$ cat config.mk
export PLATFORM = sky130hd
export DESIGN_NAME = vsf_sequencer
export DESIGN_NICKNAME = d
export VERILOG_FILES = /design/src/rtl/vsf_pkg.sv /design/src/rtl/vsf_sequencer.sv
export SDC_FILE = /design/constraint.sdc
export NUM_CORES = 1
export LEC_CHECK = 0
export BUFFER_PORTS_ARGS = -buffer_cell sky130_fd_sc_hd__buf_2
export CAP_MARGIN = 10
export CELL_PAD_IN_SITES_DETAIL_PLACEMENT = 1
export CELL_PAD_IN_SITES_GLOBAL_PLACEMENT = 1
export CORE_UTILIZATION = 50
export CTS_BUF_LIST = sky130_fd_sc_hd__clkbuf_4 sky130_fd_sc_hd__clkbuf_8
export CTS_CLUSTER_SIZE = 24
export DETAILED_ROUTE_END_ITERATION = 7
export GPL_TIMING_DRIVEN = 1
export MAX_ROUTING_LAYER = met4
export PLACE_DENSITY_LB_ADDON = 0.1
export SLEW_MARGIN = 20
export SYNTH_ARGS = -nofsm -noshare
export SYNTH_HDL_FRONTEND = slang
export SYNTH_SLANG_ARGS = --single-unit
$ cat constraint.sdc
create_clock -name mclk_in -period 6.9 [get_ports mclk_in]
set_input_delay 0.69 -clock mclk_in [delete_from_list [all_inputs] [get_ports mclk_in]]
set_output_delay 0.69 -clock mclk_in [all_outputs]
set_load 0.05 [all_outputs]
$ cat src/rtl/vsf_pkg.sv
package vsf_pkg;

    // ------------------------------------------------------------
    // Timing
    // ------------------------------------------------------------
    localparam int CLK_PERIOD_NS   = 20;
    localparam int MASK_TIME_US    = 150;
    localparam int MASK_CYCLES     = (MASK_TIME_US * 1000) / CLK_PERIOD_NS;
    localparam int CLOCK_ENABLE_OUT_TIME_US   = 60;
    localparam int CLOCK_ENABLE_OUT_CYCLES    = (CLOCK_ENABLE_OUT_TIME_US * 1000) / CLK_PERIOD_NS;
    localparam int PGOOD_TIME_MS   = 5;
    localparam int PGOOD_CYCLES    = (PGOOD_TIME_MS * 1000000) / CLK_PERIOD_NS;
    localparam int CNT_W           = 18;

    // ------------------------------------------------------------
    // Slew rate division during soft-start and soft-shutdown
    // ------------------------------------------------------------
    localparam logic [1:0] SOFT_DIV_LAST = 2'h3;

    // ------------------------------------------------------------
    // Target codes, 12.5 mV per step
    // ------------------------------------------------------------
    localparam int          CODE_W     = 8;
    localparam logic [7:0]  BOOT_CODE  = 8'h58;
    localparam logic [7:0]  FLOOR_CODE = 8'h01;
    localparam logic [7:0]  ZERO_CODE  = 8'h00;

    // ------------------------------------------------------------
    // Sequencer states
    // ------------------------------------------------------------
    typedef enum logic [2:0] {
        VSF_OFF   = 3'b000,
        VSF_REF   = 3'b001,
        VSF_MASK  = 3'b011,
        VSF_BOOT  = 3'b010,
        VSF_CLKW  = 3'b110,
        VSF_RUN   = 3'b111,
        VSF_CHIP_ENABLE_PIN  = 3'b101
    } vsf_state_t;

endpackage : vsf_pkg

$ cat src/rtl/vsf_sequencer.sv
// What this block does
// Reference first, then 150us mask, then switching
// Power-on reset clears fault latch
// Hold off until supply, system, enable
// Soft-start ramp to boot at quarter rate
// 60us after boot: clock enable, full slew
// Power good released 5ms after clock enable
// Skip in soft-start, forced PWM in shutdown
// Supply loss: all gates low, discharge on; a latched overvoltage clamp keeps its low gates on and discharge off
// Enable low: power good low, slow ramp
// At 12.5mV complete shutdown, outputs safe
// Fault latch blocks restart until toggled
// Overvoltage above target or fixed level
// Skip mode uses fixed level until regulating
// Multiphase overvoltage: all low gates high
// Single-phase overvoltage drives phase one only
// Undervoltage starts shutdown, sets latch
// Overtemperature latches, safe gate state
// Test level disables faults, clears latch
// High and low gates interlocked per phase
// Phase shed low disables phase three
// Deep sleep disables phases two, three; code ignores deep sleep during soft shutdown
// Synchronised comparators, counted delays
// Latch holds through ramp, blocks restart
`timescale 1ns/1ps
`default_nettype none

module vsf_sequencer
    import vsf_pkg::*;
(
    input  wire logic              mclk_in,
    input  wire logic              rstn_in,
    input  wire logic              vcc_por_in,
    input  wire logic              vcc_good_in,
    input  wire logic              sys_enable_in,
    input  wire logic              chip_enable_pin_in,
    input  wire logic              test_level_in,
    input  wire logic              ref_good_in,
    input  wire logic              ovp_track_in,
    input  wire logic              ovp_fixed_in,
    input  wire logic              uvp_in,
    input  wire logic              over_temp_in,
    input  wire logic              in_regulation_in,
    input  wire logic              output_low_in,
    input  wire logic              deep_sleep_select_in,
    input  wire logic              phase_shed_select_in,
    input  wire logic              slew_tick_in,
    input  wire logic [7:0]        voltage_code_in,
    input  wire logic              pwm1_in,
    input  wire logic              pwm2_in,
    input  wire logic              third_phase_pwm_in,
    input  wire logic              phase1_high_off_in,
    input  wire logic              phase1_low_off_in,
    input  wire logic              phase2_high_off_in,
    input  wire logic              phase2_low_off_in,
    output logic                   ref_enable_out,
    output logic                   switching_out,
    output logic                   skip_mode_out,
    output logic [7:0]             target_code_out,
    output logic                   clock_enable_out,
    output logic                   power_good_out,
    output logic                   power_good_oe_out,
    output logic                   phase1_high_gate_out,
    output logic                   phase1_low_gate_out,
    output logic                   phase2_high_gate_out,
    output logic                   phase2_low_gate_out,
    output logic                   third_phase_pwm_out,
    output logic                   third_phase_pwm_oe_out,
    output logic                   external_skip_line_out,
    output logic                   output_discharge_node_out,
    output logic                   fault_latched_out
);

    // ------------------------------------------------------------
    // Input synchronisers
    // ------------------------------------------------------------
    localparam int NSYNC = 22;
    logic [NSYNC-1:0] raw_in;
    logic [NSYNC-1:0] sync1_reg;
    logic [NSYNC-1:0] sync2_reg;

    assign raw_in = {vcc_por_in, vcc_good_in, sys_enable_in, chip_enable_pin_in,
                     test_level_in, ref_good_in, ovp_track_in, ovp_fixed_in, uvp_in,
                     over_temp_in, in_regulation_in, output_low_in,
                     deep_sleep_select_in, phase_shed_select_in, slew_tick_in,
                     pwm1_in, pwm2_in, third_phase_pwm_in, phase1_high_off_in,
                     phase1_low_off_in, phase2_high_off_in, phase2_low_off_in};

    // two-stage synchronisers
    always_ff @(posedge mclk_in) begin
        if (!rstn_in) begin
            sync1_reg <= '0;
            sync2_reg <= '0;
        end else begin
            sync1_reg <= raw_in;
            sync2_reg <= sync1_reg;
        end
    end

    logic s_por, s_vcc, s_sys, s_en, s_test, s_ref, s_ovt, s_ovf, s_uv, s_ot;
    logic s_reg, s_low, s_dslp, s_psi, s_tick, s_p1, s_p2, s_p3;
    logic s_h1off, s_l1off, s_h2off, s_l2off;
    assign {s_por, s_vcc, s_sys, s_en, s_test, s_ref, s_ovt, s_ovf, s_uv, s_ot,
            s_reg, s_low, s_dslp, s_psi, s_tick, s_p1, s_p2, s_p3,
            s_h1off, s_l1off, s_h2off, s_l2off} = sync2_reg;

    // ------------------------------------------------------------
    // State and registers
    // ------------------------------------------------------------
    vsf_state_t       state_reg;
    vsf_state_t       state_next;
    logic [CNT_W-1:0] cnt_reg;
    logic [CNT_W-1:0] cnt_next;
    logic [7:0]       target_reg;
    logic [7:0]       target_next;
    logic [1:0]       div_reg;
    logic             fault_reg;
    logic             fault_next;
    logic             en_d_reg;
    logic             por_d_reg;
    logic             pgood_rel_reg;
    logic             pgood_rel_next;
    logic             ovp_hit_reg;
    logic             ovp_multi_reg;

    // ------------------------------------------------------------
    // Decoding
    // ------------------------------------------------------------
    // all three conditions together
    wire start_ok   = s_vcc && s_sys && s_en;
    // test level masks protection
    wire prot_on    = !s_test;
    wire en_toggle  = en_d_reg && !s_en;
    // power-on reset edge
    wire por_rise   = s_por && !por_d_reg;
    wire soft_phase = (state_reg == VSF_BOOT) || (state_reg == VSF_CHIP_ENABLE_PIN);
    // quarter rate during soft ramps
    wire soft_step  = s_tick && (div_reg == SOFT_DIV_LAST);
    wire step_en    = soft_phase ? soft_step : s_tick;
    wire skip_sel   = (state_reg == VSF_BOOT) ? 1'b1 :
                      (state_reg == VSF_CHIP_ENABLE_PIN) ? 1'b0 : s_dslp;
    // fixed threshold until regulating in skip mode
    wire ovp_level  = (skip_sel && !s_reg) ? s_ovf : (s_ovt || s_ovf);
    // overvoltage detect
    wire ovp_evt    = prot_on && ovp_level && switching_out;
    // undervoltage detect
    wire uvp_evt    = prot_on && s_uv && (state_reg == VSF_RUN);
    // thermal detect
    wire ot_evt     = prot_on && s_ot;
    // multiphase selects the full clamp
    wire multi_mode = !s_dslp && s_psi;
    wire cnt_done   = (cnt_reg == '0);
    wire at_boot    = (target_reg == BOOT_CODE);
    wire at_floor   = (target_reg <= FLOOR_CODE);

    function automatic logic [7:0] step_to(input logic [7:0] cur, input logic [7:0] goal);
        if (cur < goal)
            step_to = cur + 8'h01;
        else if (cur > goal)
            step_to = cur - 8'h01;
        else
            step_to = cur;
    endfunction

    // ------------------------------------------------------------
    // Sequencer next state
    // ------------------------------------------------------------
    always_comb begin
        state_next     = state_reg;
        cnt_next       = cnt_done ? cnt_reg : cnt_reg - 1'b1;
        target_next    = target_reg;
        pgood_rel_next = pgood_rel_reg;
        case (state_reg)
            VSF_OFF: begin
                target_next = ZERO_CODE;
                // latch blocks restart
                if (start_ok && !fault_reg)
                    state_next = VSF_REF;
            end
            VSF_REF: begin
                // mask after reference lockout clears
                if (s_ref) begin
                    state_next = VSF_MASK;
                    cnt_next   = CNT_W'(MASK_CYCLES - 1);
                end
            end
            VSF_MASK: begin
                if (cnt_done)
                    state_next = VSF_BOOT;
            end
            VSF_BOOT: begin
                // ramp to boot code
                if (step_en)
                    target_next = step_to(target_reg, BOOT_CODE);
                if (at_boot) begin
                    state_next = VSF_CLKW;
                    cnt_next   = CNT_W'(CLOCK_ENABLE_OUT_CYCLES - 1);
                end
            end
            VSF_CLKW: begin
                // clock enable then full-rate slew
                if (cnt_done) begin
                    state_next = VSF_RUN;
                    cnt_next   = CNT_W'(PGOOD_CYCLES - 1);
                end
            end
            VSF_RUN: begin
                if (step_en)
                    target_next = step_to(target_reg, voltage_code_in);
                // power good release after delay
                if (cnt_done)
                    pgood_rel_next = 1'b1;
            end
            VSF_CHIP_ENABLE_PIN: begin
                // slow ramp down
                if (step_en)
                    target_next = step_to(target_reg, ZERO_CODE);
                // complete at lowest step
                if (at_floor && s_low)
                    state_next = VSF_OFF;
            end
            default: state_next = VSF_OFF;
        endcase
        // enable low starts soft shutdown
        // undervoltage starts soft shutdown
        if (state_reg != VSF_OFF && state_reg != VSF_CHIP_ENABLE_PIN && (!s_en || uvp_evt)) begin
            state_next     = VSF_CHIP_ENABLE_PIN;
            pgood_rel_next = 1'b0;
        end
        // supply loss stops at once
        if (!s_vcc || ot_evt) begin
            state_next = VSF_OFF;
            target_next = ZERO_CODE;
        end
        if (state_next == VSF_OFF || state_next == VSF_CHIP_ENABLE_PIN)
            pgood_rel_next = 1'b0;
    end

    // ------------------------------------------------------------
    // Fault latch
    // ------------------------------------------------------------
    always_comb begin
        fault_next = fault_reg;
        // cleared by toggle or supply cycle
        if (en_toggle || por_rise || s_test)
            fault_next = 1'b0;
        // fault events set, set wins
        if (ovp_evt || uvp_evt || ot_evt)
            fault_next = 1'b1;
    end

    always_ff @(posedge mclk_in) begin
        if (!rstn_in) begin
            state_reg     <= VSF_OFF;
            cnt_reg       <= '0;
            target_reg    <= ZERO_CODE;
            div_reg       <= 2'h0;
            fault_reg     <= 1'b0;
            en_d_reg      <= 1'b0;
            por_d_reg     <= 1'b0;
            pgood_rel_reg <= 1'b0;
            ovp_hit_reg   <= 1'b0;
            ovp_multi_reg <= 1'b0;
        end else begin
            state_reg     <= state_next;
            cnt_reg       <= cnt_next;
            target_reg    <= target_next;
            div_reg       <= s_tick ? div_reg + 2'h1 : div_reg;
            fault_reg     <= fault_next;
            en_d_reg      <= s_en;
            por_d_reg     <= s_por;
            pgood_rel_reg <= pgood_rel_next;
            // clamp holds with the latch
            if (ovp_evt && !ovp_hit_reg) begin
                ovp_hit_reg   <= 1'b1;
                ovp_multi_reg <= multi_mode;
            end else if (!fault_next) begin
                ovp_hit_reg   <= 1'b0;
            end
        end
    end

    // ------------------------------------------------------------
    // Gate drive selection
    // ------------------------------------------------------------
    wire run_on   = (state_reg == VSF_BOOT) || (state_reg == VSF_CLKW) ||
                    (state_reg == VSF_RUN) || (state_reg == VSF_CHIP_ENABLE_PIN);
    // deep sleep drops phases two and three outside soft shutdown
    wire ph2_on   = run_on && !(skip_sel && s_dslp);
    // phase shed drops phase three
    wire ph3_on   = ph2_on && s_psi;
    // each switch waits for the other off
    logic [3:0] g1_reg, g2_reg, g3_reg;
    wire  [3:0] g_now = {phase2_low_gate_out, phase2_high_gate_out, phase1_low_gate_out,
                         phase1_high_gate_out};
    wire  [3:0] quiet = ~(g_now | g1_reg | g2_reg | g3_reg);
    wire h1_want  = run_on && s_p1 && s_l1off && quiet[1];
    wire l1_want  = run_on && !s_p1 && s_h1off && quiet[0];
    wire h2_want  = ph2_on && s_p2 && s_l2off && quiet[3];
    wire l2_want  = ph2_on && !s_p2 && !skip_sel && s_h2off && quiet[2];
    wire ovp_act  = ovp_hit_reg && fault_reg;
    // multiphase clamp
    wire ovp_all  = ovp_act && ovp_multi_reg;
    // single-phase clamp
    wire ovp_one  = ovp_act && !ovp_multi_reg;
    wire dh1_n    = ovp_act ? 1'b0 : h1_want;
    wire dl1_n    = ovp_act ? (s_h1off && quiet[0]) : l1_want;
    wire dh2_n    = ovp_act ? 1'b0 : h2_want;
    wire dl2_n    = ovp_all ? (s_h2off && quiet[2]) : (ovp_one ? 1'b0 : l2_want);
    wire p3_n     = ovp_all ? 1'b0 : s_p3;
    wire p3oe_n   = ovp_all || ph3_on;
    wire skp_n    = ovp_all || (ph3_on && !ovp_act);
    // discharge while off and no overvoltage clamp active
    wire dis_n    = (state_reg == VSF_OFF) && !ovp_act;

    // ------------------------------------------------------------
    // Output registers
    // ------------------------------------------------------------
    always_ff @(posedge mclk_in) begin
        if (!rstn_in) begin
            ref_enable_out            <= 1'b0;
            switching_out             <= 1'b0;
            skip_mode_out             <= 1'b0;
            target_code_out           <= ZERO_CODE;
            clock_enable_out          <= 1'b1;
            power_good_out            <= 1'b0;
            power_good_oe_out         <= 1'b1;
            phase1_high_gate_out      <= 1'b0;
            phase1_low_gate_out       <= 1'b0;
            phase2_high_gate_out      <= 1'b0;
            phase2_low_gate_out       <= 1'b0;
            third_phase_pwm_out       <= 1'b0;
            third_phase_pwm_oe_out    <= 1'b0;
            external_skip_line_out    <= 1'b0;
            output_discharge_node_out <= 1'b1;
            fault_latched_out         <= 1'b0;
            {g3_reg, g2_reg, g1_reg}  <= '0;
        end else begin
            ref_enable_out            <= state_next != VSF_OFF;
            switching_out             <= run_on && (state_next != VSF_OFF);
            // skip in soft-start, forced PWM in shutdown
            skip_mode_out             <= skip_sel;
            target_code_out           <= target_reg;
            clock_enable_out          <= !(state_reg == VSF_RUN);
            power_good_out            <= 1'b0;
            power_good_oe_out         <= !pgood_rel_reg;
            phase1_high_gate_out      <= dh1_n;
            phase1_low_gate_out       <= dl1_n;
            phase2_high_gate_out      <= dh2_n;
            phase2_low_gate_out       <= dl2_n;
            third_phase_pwm_out       <= p3_n;
            third_phase_pwm_oe_out    <= p3oe_n;
            external_skip_line_out    <= skp_n;
            output_discharge_node_out <= dis_n;
            fault_latched_out         <= fault_reg;
            {g3_reg, g2_reg, g1_reg}  <= {g2_reg, g1_reg, g_now};
        end
    end

endmodule // vsf_sequencer

`default_nettype wire

==> summary.txt, run 1 <==
Outcome
  • Outcome: finished clean

Floorplan
  • Die Y: 100 µm
  • Initial Utilization: 52.0%
  • Row count: 35
  • I/O pin count: 55
  • Core ar.: 0.00928 mm²
  • Die Span X: 100 µm
  • Full die area: 0.0101 mm²

Timing
  • Number of hold violations in the final report: 0
  • Clock period minus worst slack: 2.94 ns
  • Post-Route Setup TNS: 0 ns
  • Max Transition Viols Final: 0
  • Min Hold Slack: 0.414 ns
  • Slew margin rel.: 36.6%
  • Final setup fails: 0
  • Actual slew at the worst max-slew pin: 0.944 ns
  • Fmax: 340 MHz
  • Fin Clk Skew: 0.0107 ns
  • Final worst path period share: 42.6%
  • Unrepaired setup endpoints after global routing: no

Clock tree
  • CTS tree: yes
  • CTS Sinks: 115
  • Setup bufs post-CTS: 0
  • Clk Latency, worst-skew pair: 0.44 ns
  • Cts bufs inserted: 17
  • Bufs on Longest Clock Path: 2
  • Cells resized by post-CTS repair: 0
  • CTS clk-pin slew, worst paths: 0.08 ns
  • Hold Buf Count CTS: 0
  • Root Buffer: clkbuf_8
  • Max H-tree Level: 4

Finish
  • # diodes: 0
  • Fraction of layout cells with a size suffix above 1: 16.4%
  • Area grow syn2layout: 14.8%
  • FILL cells: 1094
  • Register area: 0.00230 mm²
  • Final Instance Area: 0.00555 mm²
  • Most frequent cells in the layout: 115 x dfxtp_1, 77 x and2_1, 53 x buf_2
  • Area of the multi-input gates: 0.00233 mm²
  • Nets@finish: 614
  • Commonest non-fill, non-tap cell in the layout: dfxtp_1

Route
  • Routed WL per cell: 16.6 µm
  • Antenna viol nets, final: 0
  • Metal3 WL: 440 µm
  • WL met1: 5120 µm
  • TritonRoute pass-1 iters: 4
  • Drt first-iter violations: 148
  • Met2 WL post-DR: 5930 µm
  • Average via count per standard cell: 5.48
  • Drt drc: 0
  • Routed WL: 11700 µm
  • Via count: 3883
  • Top sig layer: met4

Global route
  • Gr ovfl total: 0
  • Tot GR Track Use: 25.9%
  • First-pass GRT wire length: 19500 µm
  • Initial antenna violation count: 0
  • Vias in the first global route: 3961
  • Largest net degree at the start of global routing: 98

Worst setup path
  • CP endpoint kind: flop
  • Worst Setup SP: target_reg[0]
  • Critical R2R Launch: target_reg[0]
  • Startpoint Class: flop
  • CP required: 7.23 ns
  • Critical Path AT: 3.27 ns
  • Setup Crit Path Kind: flop to flop
  • Worst-path fanout max: 10

Placed design
  • Area after DPL: 0.00515 mm²
  • DP HPWL: 8060 µm
  • PortBufs: 53
  • Final Wtd Congestion: 0.862

Logic synthesis
  • Primary FF master, synth: dfxtp_1
  • Post-synth cell types: 63
  • Syn_nets: 565
  • EDFF count, synth: 0
  • Synth area leaders: dfxtp_1 48%, and2_1 10%, ha_1 4.1%
  • Syn Area/Cell: 9.35 µm²
  • Yosys top cell by area: dfxtp_1
  • Sequential-to-total area share from yosys stat: 47.6%
  • Synth warn: 0
  • Post-Synthesis Cells: 517
  • Asr flop ratio synth: 0%
  • Post-synth top area share: 47.6%
  • Mapped cell area: 0.00483 mm²
  • #FFs+latches synth: 115

Power
  • PD cells: 312 mW/mm²
  • Peak VDD IR: 193 µV
  • Post-layout power: 1.73 mW
  • LEAKAGE: 2.39 nW

Worst hold path
  • Worst min-delay path class: flop to flop
  • Hold path startpoint: pgood_rel_reg

Job
  • Max-cap violation count: 0
==> metrics by stage <==
stage | instances | util (%) | setup slack, ns
global route | 708 | 59.8 | 3.74
global placement | 676 | 55.5 | 3.99
CTS | 708 | 59.8 | 3.99
floorplan | 517 | - | 4.38
finish | 708 | 59.8 | 3.96
detailed placement | 676 | 55.5 | 3.76
==> path summary, 6_finish.rpt <==
kind | endpoint | slack, ns | cells after the start
max | target_reg[5] | 3.96 | 8
min | power_good_oe_out | 0.41 | 1
max reg2reg | target_reg[5] | 3.96 | 8
min reg2reg | power_good_oe_out | 0.41 | 1
==> final cells by class <==
type                    count  share of cell area (%)
clock inverters            15                    2.93
flip-flops and latches    115                    41.5
inverters                  22                    1.49
well taps                 129                    2.91
clock buffers              17                    4.22
repair buffers             54                    4.92
multi-input cells         356                    42.1
==> cell families (layout without fill, tap and decap cells) <==
family | after synthesis | after routing | synth area share [%]
other | 1 | 1 | 0.0776
buffers and inverters | 46 | 108 | 4.07
xor gates and xnor gates | 23 | 23 | 4.17
DFF | 115 | 115 | 47.6
adders and majority gates | 16 | 16 | 4.14
and+or+nand+nor | 229 | 229 | 27.4
AOI/OAI and AO/OA | 82 | 82 | 11.4
muxes | 5 | 5 | 1.04
==> power by group <==
| part | internal [mW] | switching [mW] | total, mW | leakage [nW] |
|---|---|---|---|---|
| Clock | 0.303 | 0.330 | 0.632 | 0.198 |
| Combinational | 0.152 | 0.198 | 0.351 | 1.26 |
| Sequential | 0.711 | 0.0378 | 0.749 | 0.939 |
==> worst max-delay path, stage by stage, from the launching register on <==
cell	delay [ns]
dfxtp_1	0.51
inv_1	0.16
ha_1	0.25
and3b_1	0.20
nand4_1	0.26
o21ai_0	0.14
nor3_1	0.78
nor2_1	0.24
a22o_1	0.30
==> routing by layer <==
layer / vias up / global-route usage (%)
li1: 1885 / -
met1: 1893 / 29.9
met2: 81 / 43.7
met3: 24 / 6.27
met4: 0 / 9.14
met5: - / -
==> Yosys cell counts, drive strengths merged, types with 6 or more instances <==
library cell  number
dfxtp            115
and2              77
nand2             30
nor2              29
inv               22
clkbuf            19
nor3              19
o21ai             19
a21oi             18
ha                16
xnor2             13
nand3             12
nor4              11
xor2              10
or3                7
and3               6
o21a               6
No activity file was read; power rests on OpenSTA's default activity.
==> run 2: changes to the inputs <==
--- a/config.mk
+++ b/config.mk
@@ -9,7 +9,7 @@
 export CAP_MARGIN = 10
 export CELL_PAD_IN_SITES_DETAIL_PLACEMENT = 1
 export CELL_PAD_IN_SITES_GLOBAL_PLACEMENT = 1
-export CORE_UTILIZATION = 50
+export CORE_UTILIZATION = 42
 export CTS_BUF_LIST = sky130_fd_sc_hd__clkbuf_4 sky130_fd_sc_hd__clkbuf_8
 export CTS_CLUSTER_SIZE = 24
 export DETAILED_ROUTE_END_ITERATION = 7
==> constraint.sdc (replaced) <==
create_clock -name mclk_in -period 2.7 [get_ports mclk_in]
set_input_delay 0.27 -clock mclk_in [delete_from_list [all_inputs] [get_ports mclk_in]]
set_output_delay 0.27 -clock mclk_in [all_outputs]
set_load 0.05 [all_outputs]
==> summary.txt, run 2 (synthesis results as in run 1) <==
Worst setup path
  • Critical Path AT: 2.81 ns (-0.46 ns)
  • Setup Crit Path Kind: flop to flop
  • Worst-path fanout max: 7 (-3)
  • CP endpoint kind: flop
  • Startpoint Class: flop
  • CP required: 3.03 ns (-4.20 ns)

Power
  • Post-layout power: 4.51 mW (+160%)
  • LEAKAGE: 2.51 nW (+4.7%)
  • Peak VDD IR: 529 µV (+170%)
  • PD cells: 788 mW/mm² (+150%)

Finish
  • Most frequent cells in the layout: 115 x dfxtp_1, 77 x and2_1, 53 x buf_2
  • Nets@finish: 633 (+3.1%)
  • Fraction of layout cells with a size suffix above 1: 19.1% (+2.7 points)
  • # diodes: 0 (unchanged)
  • Commonest non-fill, non-tap cell in the layout: dfxtp_1
  • Area grow syn2layout: 18.5%

Placed design
  • Setup WS pre-CTS: 0.146 ns (-3.61 ns)
  • PortBufs: 53 (unchanged)
  • Final Wtd Congestion: 0.885 (+2.6%)
  • DP HPWL: 8060 µm (about the same)

Global route
  • Vias in the first global route: 3976 (+0.38%)
  • Initial antenna violation count: 0 (unchanged)
  • First-pass GRT wire length: 19100 µm (-1.9%)
  • Gr ovfl total: 0 (unchanged)
  • Tot GR Track Use: 22.0% (-3.9 points)
  • Largest net degree at the start of global routing: 97 (-1.0%)

Clock tree
  • CTS Sinks: 115 (unchanged)
  • Bufs on Longest Clock Path: 2 (unchanged)
  • Cts bufs inserted: 17 (unchanged)
  • Clk Latency, worst-skew pair: 0.44 ns (about the same)
  • Root Buffer: clkbuf_8
  • CTS tree: yes
  • Cells resized by post-CTS repair: 0 (unchanged)
  • Setup bufs post-CTS: 0 (unchanged)
  • Hold Buf Count CTS: 0 (unchanged)
  • Max H-tree Level: 4 (unchanged)
  • CTS clk-pin slew, worst paths: 0.07 ns (about the same)

Timing
  • Slew margin rel.: 49.7% (+13 points)
  • Final worst path period share: 91.8% (+49 points)
  • Clock period minus worst slack: 2.48 ns (-0.462 ns)
  • Actual slew at the worst max-slew pin: 0.749 ns (-0.195 ns)
  • Fin Clk Skew: 0.0106 ns (-0.0000598 ns)
  • Number of hold violations in the final report: 0 (unchanged)
  • Post-Route Setup TNS: 0 ns (unchanged)
  • Final setup fails: 0 (unchanged)
  • Post-route setup slack: 0.220 ns (-3.74 ns)
  • Max Transition Viols Final: 0 (unchanged)
  • Unrepaired setup endpoints after global routing: no
  • Fmax: 403 MHz (+19%)

Route
  • Routed WL per cell: 15.4 µm (-6.9%)
  • Drt drc: 0 (unchanged)
  • Average via count per standard cell: 5.24 (-4.5%)
  • Drt first-iter violations: 159 (+7.4%)
  • TritonRoute pass-1 iters: 4 (unchanged)
  • Antenna viol nets, final: 0 (unchanged)
  • Routed WL: 11400 µm (-3.1%)
  • Via count: 3859 (-0.62%)

Floorplan
  • Die Span X: 109 µm (+8.9%)
  • Core ar.: 0.0110 mm² (+19%)
  • Die Y: 109 µm (+8.9%)
  • Initial Utilization: 43.8% (-8.2 points)
  • I/O pin count: 55 (unchanged)
  • Row count: 38 (+8.6%)
  • Full die area: 0.0119 mm² (+19%)

Worst hold path
  • Worst min-delay path class: input pin to flop

Outcome
  • Outcome: finished clean

Job
  • Max-cap violation count: 0 (unchanged)
## run 2: cell count changes in the layout (fill, tap and decap cells not counted)
cell,change
clkbuf_8,+2
or4_1,-1
clkinv_2,+3
inv_8,-5
or4_4,+1
inv_6,-5
bufinv_16,+2
clkbuf_4,+3
buf_4,+19
clkinvlp_4,-1
## run 2: area by class of cell
type,count,area (µm²)
Fill cell,1301,5300
Multi-Input combinational cell,356,2340
Timing Repair Buffer,73,415
Sequential cell,115,2300
Clock inverter,9,130
Inverter,22,82.6
Clock buffer,22,284
Tap cell,140,175
## run 2: path summary, 6_finish.rpt
| path | from | endpoint | slack [ns] | depth (start not counted) |
|---|---|---|---|---|
| min | sys_enable_in | sync1_reg[19] | 0.03 | 2 |
| max reg2reg | target_reg[7] | target_reg[6] | 0.22 | 7 |
| min reg2reg | sync1_reg[11] | sync2_reg[11] | 0.43 | 1 |
| max | target_reg[7] | target_reg[6] | 0.22 | 7 |
## run 2: worst max-delay path, stage by stage (launching register included)
cell      delay (ns)
dfxtp_1         0.31
ha_1            0.31
a41o_1          0.24
a21oi_1         0.24
a311oi_1        0.14
nor3_1          0.60
nor2_1          0.24
a22o_1          0.30
## run 2: per-stage QoR
stage | hold slack [ns] | std cells | utilization, % | area, µm²
global placement | 0.398 | 706 | 48.1 | 5310
finish | 0.0302 | 737 | 51.9 | 5730
detailed placement | 0.409 | 706 | 48.1 | 5310
floorplan | 0.358 | 517 | - | 4830
CTS | 0.00516 | 737 | 51.9 | 5720
global route | 0.0142 | 737 | 51.9 | 5730
## run 2: where the power goes
group	switching [mW]	internal, mW	total, mW
clock	0.682	0.984	1.67
combinational	0.505	0.423	0.928
sequential	0.0967	1.82	1.92
## run 2: metal layers
layer	track usage [%]	wire (µm)
met4	8.00	165
met3	5.38	385
met1	26.4	5390
met5	-	0
met2	35.7	5430
==> run 3: changes to the inputs <==
--- a/config.mk
+++ b/config.mk
@@ -5,17 +5,20 @@
 export SDC_FILE = /design/constraint.sdc
 export NUM_CORES = 1
 export LEC_CHECK = 0
+export ABC_AREA = 1
 export BUFFER_PORTS_ARGS = -buffer_cell sky130_fd_sc_hd__buf_2
 export CAP_MARGIN = 10
 export CELL_PAD_IN_SITES_DETAIL_PLACEMENT = 1
 export CELL_PAD_IN_SITES_GLOBAL_PLACEMENT = 1
-export CORE_UTILIZATION = 42
+export CORE_UTILIZATION = 40
 export CTS_BUF_LIST = sky130_fd_sc_hd__clkbuf_4 sky130_fd_sc_hd__clkbuf_8
+export CTS_CLUSTER_DIAMETER = 80
 export CTS_CLUSTER_SIZE = 24
 export DETAILED_ROUTE_END_ITERATION = 7
 export GPL_TIMING_DRIVEN = 1
 export MAX_ROUTING_LAYER = met4
 export PLACE_DENSITY_LB_ADDON = 0.1
+export SETUP_SLACK_MARGIN = 0.1
 export SLEW_MARGIN = 20
 export SYNTH_ARGS = -nofsm -noshare
 export SYNTH_HDL_FRONTEND = slang
==> summary.txt, run 3 <==
Placed design
  • DP HPWL: 9260 µm (+15%)
  • PortBufs: 53 (unchanged)
  • Area after DPL: 0.00547 mm² (+3.0%)
  • Final Wtd Congestion: 0.869 (-1.8%)

Power
  • Combinational share of power: 25.8% (+5.2 points)
  • Seq pwr share: 38.8% (-3.7 points)
  • PD cells: 837 mW/mm² (+6.2%)
  • LEAKAGE: 3.38 nW (+35%)
  • P_int: 3.44 mW (+6.7%)
  • Sw Share: 32.9% (+4.4 points)
  • P_sw: 1.69 mW (+31%)
  • Clock power frac: 35.4% (-1.5 points)
  • Peak VDD IR: 397 µV (-25%)
  • Post-layout power: 5.13 mW (+14%)

Route
  • Drt first-iter violations: 184 (+16%)
  • TritonRoute pass-1 iters: 4 (unchanged)
  • Via count: 4474 (+16%)
  • Drt drc: 0 (unchanged)
  • Antenna viol nets, final: 0 (unchanged)
  • Routed WL: 13100 µm (+15%)
  • Average via count per standard cell: 4.66 (-11%)
  • Routed WL per cell: 13.7 µm (-11%)

Logic synthesis
  • Yosys top cell by area: dfxtp_1
  • Asr flop ratio synth: 0% (unchanged)
  • Synth warn: 0 (unchanged)
  • Sequential-to-total area share from yosys stat: 45.7% (-2.0 points)
  • Synth cell count leaders: 199 x nand2_1, 131 x inv_1, 115 x dfxtp_1
  • Mapped cell area: 0.00504 mm² (+4.3%)
  • Post-Synthesis Cells: 698 (+35%)
  • #FFs+latches synth: 115 (unchanged)
  • Syn_nets: 746 (+32%)
  • Primary FF master, synth: dfxtp_1
  • Synth area leaders: dfxtp_1 46%, nand2_1 15%, inv_1 9.8%
  • Syn Area/Cell: 7.22 µm² (-23%)
  • EDFF count, synth: 0 (unchanged)
  • Post-synth top area share: 45.7% (-2.0 points)
  • Post-synth cell types: 38 (-40%)
  • Most common cell in the netlist: nand2_1

Clock tree
  • Max H-tree Level: 4 (unchanged)
  • Hold Buf Count CTS: 21 (+21)
  • CTS Sinks: 115 (unchanged)
  • Root Buffer: clkbuf_8
  • Setup bufs post-CTS: 0 (unchanged)
  • CTS clk-pin slew, worst paths: 0.07 ns (about the same)
  • CTS tree: yes
  • Clk Latency, worst-skew pair: 0.44 ns (about the same)
  • Bufs on Longest Clock Path: 2 (unchanged)
  • Cts bufs inserted: 17 (unchanged)
  • Cells resized by post-CTS repair: 0 (unchanged)

Timing
  • Actual slew at the worst max-slew pin: 0.749 ns (+0.000852 ns)
  • Max Transition Viols Final: 0 (unchanged)
  • Fin Clk Skew: 0.00622 ns (-0.00439 ns)
  • Unrepaired setup endpoints after global routing: no
  • Final worst path period share: 74.9% (-17 points)
  • Clock period minus worst slack: 2.02 ns (-0.459 ns)
  • Slew margin rel.: 50.0% (+0.33 points)
  • Final setup fails: 0 (unchanged)
  • Fmax: 495 MHz (+23%)
  • Post-Route Setup TNS: 0 ns (unchanged)
  • Number of hold violations in the final report: 0 (unchanged)

Floorplan
  • Die Y: 114 µm (+4.6%)
  • Initial Utilization: 41.4% (-2.4 points)
  • Full die area: 0.0130 mm² (+9.3%)
  • Row count: 40 (+5.3%)
  • Core ar.: 0.0122 mm² (+10%)
  • Die Span X: 114 µm (+4.6%)
  • I/O pin count: 55 (unchanged)

Worst setup path
  • Critical Path AT: 2.34 ns (-0.47 ns)
  • Startpoint Class: flop
  • CP required: 3.02 ns (about the same)
  • CP endpoint kind: flop
  • Setup Crit Path Kind: flop to flop
  • Worst-path fanout max: 10 (+3)

Global route
  • First-pass GRT wire length: 22400 µm (+17%)
  • Largest net degree at the start of global routing: 79 (-19%)
  • Gr ovfl total: 0 (unchanged)
  • Vias in the first global route: 4738 (+19%)
  • Initial antenna violation count: 0 (unchanged)
  • Tot GR Track Use: 23.1% (+1.1 points)

Finish
  • Fraction of layout cells with a size suffix above 1: 14.0% (-5.1 points)
  • Final Instance Area: 0.00613 mm² (+7.1%)
  • Most frequent cells in the layout: 199 x nand2_1, 131 x inv_1, 115 x dfxtp_1
  • # diodes: 0 (unchanged)
  • Nets@finish: 827 (+31%)
  • Commonest non-fill, non-tap cell in the layout: nand2_1
  • Area grow syn2layout: 21.7%

Outcome
  • Outcome: finished clean

Worst hold path
  • Worst min-delay path class: input pin to flop

Job
  • Max-cap violation count: 0 (unchanged)
==> run 3: cell types whose count changed in the layout (fill, tap and decap cells not counted), sizes merged, moves of 18 or more <==
| cell | change |
|---|---|
| nand2 | +172 |
| inv | +114 |
| and2 | -77 |
| nor2 | +34 |
| nand3 | +32 |
| dlygate4sd3 | +21 |
| a21oi | +18 |
| buf | -18 |
==> run 3: kinds of logic (layout without fill, tap and decap cells) <==
| kind of cell | after synthesis | after routing | share of synthesized area (%) |
|---|---|---|---|
| adders and majority gates | 16 | 16 | 3.97 |
| other | 1 | 1 | 0.0744 |
| DFF | 115 | 115 | 45.7 |
| buffers and inverters | 148 | 242 | 11.2 |
| xor gates and xnor gates | 16 | 16 | 2.78 |
| AOI/OAI and AO/OA | 62 | 62 | 6.90 |
| and+or+nand+nor | 340 | 340 | 29.3 |
==> run 3: per-stage QoR <==
step / utilization (%) / hold WS [ns] / worst slack, ns / std cells
floorplan: - / 0.358 / 1.09 / 698
global placement: 45.0 / 0.387 / 0.758 / 907
detailed placement: 45.0 / 0.389 / 0.675 / 907
CTS: 50.4 / 0.00203 / 0.663 / 960
global route: 50.4 / 0.0211 / 0.507 / 960
finish: 50.4 / 0.0322 / 0.679 / 960
==> run 3: area by class of cell <==
class	instances	area [µm²]
fillers	1564	6030
flip-flops and latches	115	2300
multi-input cells	435	2170
inverters	134	508
repair buffers	76	490
clock buffers	21	277
well taps	168	210
clock inverters	11	174
==> run 3: worst paths after layout <==
check	from	end	slack, ns	cells past startpoint
max	target_reg[0]	target_reg[3]	0.68	11
min	phase2_low_off_in	sync1_reg[0]	0.03	3
max reg2reg	target_reg[0]	target_reg[3]	0.68	11
min reg2reg	pgood_rel_reg	power_good_oe_out	0.41	1
==> run 3: power by group through the flow <==
stage               sequential, mW  clock, mW  combinational, mW
global placement              2.02          0               1.24
CTS                           1.99       1.87               1.33
detailed placement            2.02          0               1.29
finish                        1.99       1.82               1.32
floorplan                     1.99          0               1.01
global route                  2.01       1.95               1.50
==> run 3: metal layers <==
| metal | vias to the layer above | wire, µm | track usage, % |
|---|---|---|---|
| li1 | 2299 | - | - |
| met5 | - | 0 | - |
| met1 | 2091 | 6010 | 26.2 |
| met2 | 66 | 6500 | 39.2 |
| met3 | 18 | 467 | 6.99 |
| met4 | 0 | 153 | 6.75 |
==> run 3: worst max-delay path, cell delays in order (launching register included) <==
cell	delay (ns)
dfxtp_1	0.36
inv_1	0.23
ha_1	0.22
inv_1	0.04
nor2_1	0.22
nand3_4	0.18
nand3_2	0.09
nor2_1	0.06
nand2_2	0.21
clkinv_4	0.14
nand2_1	0.09
a21oi_1	0.06
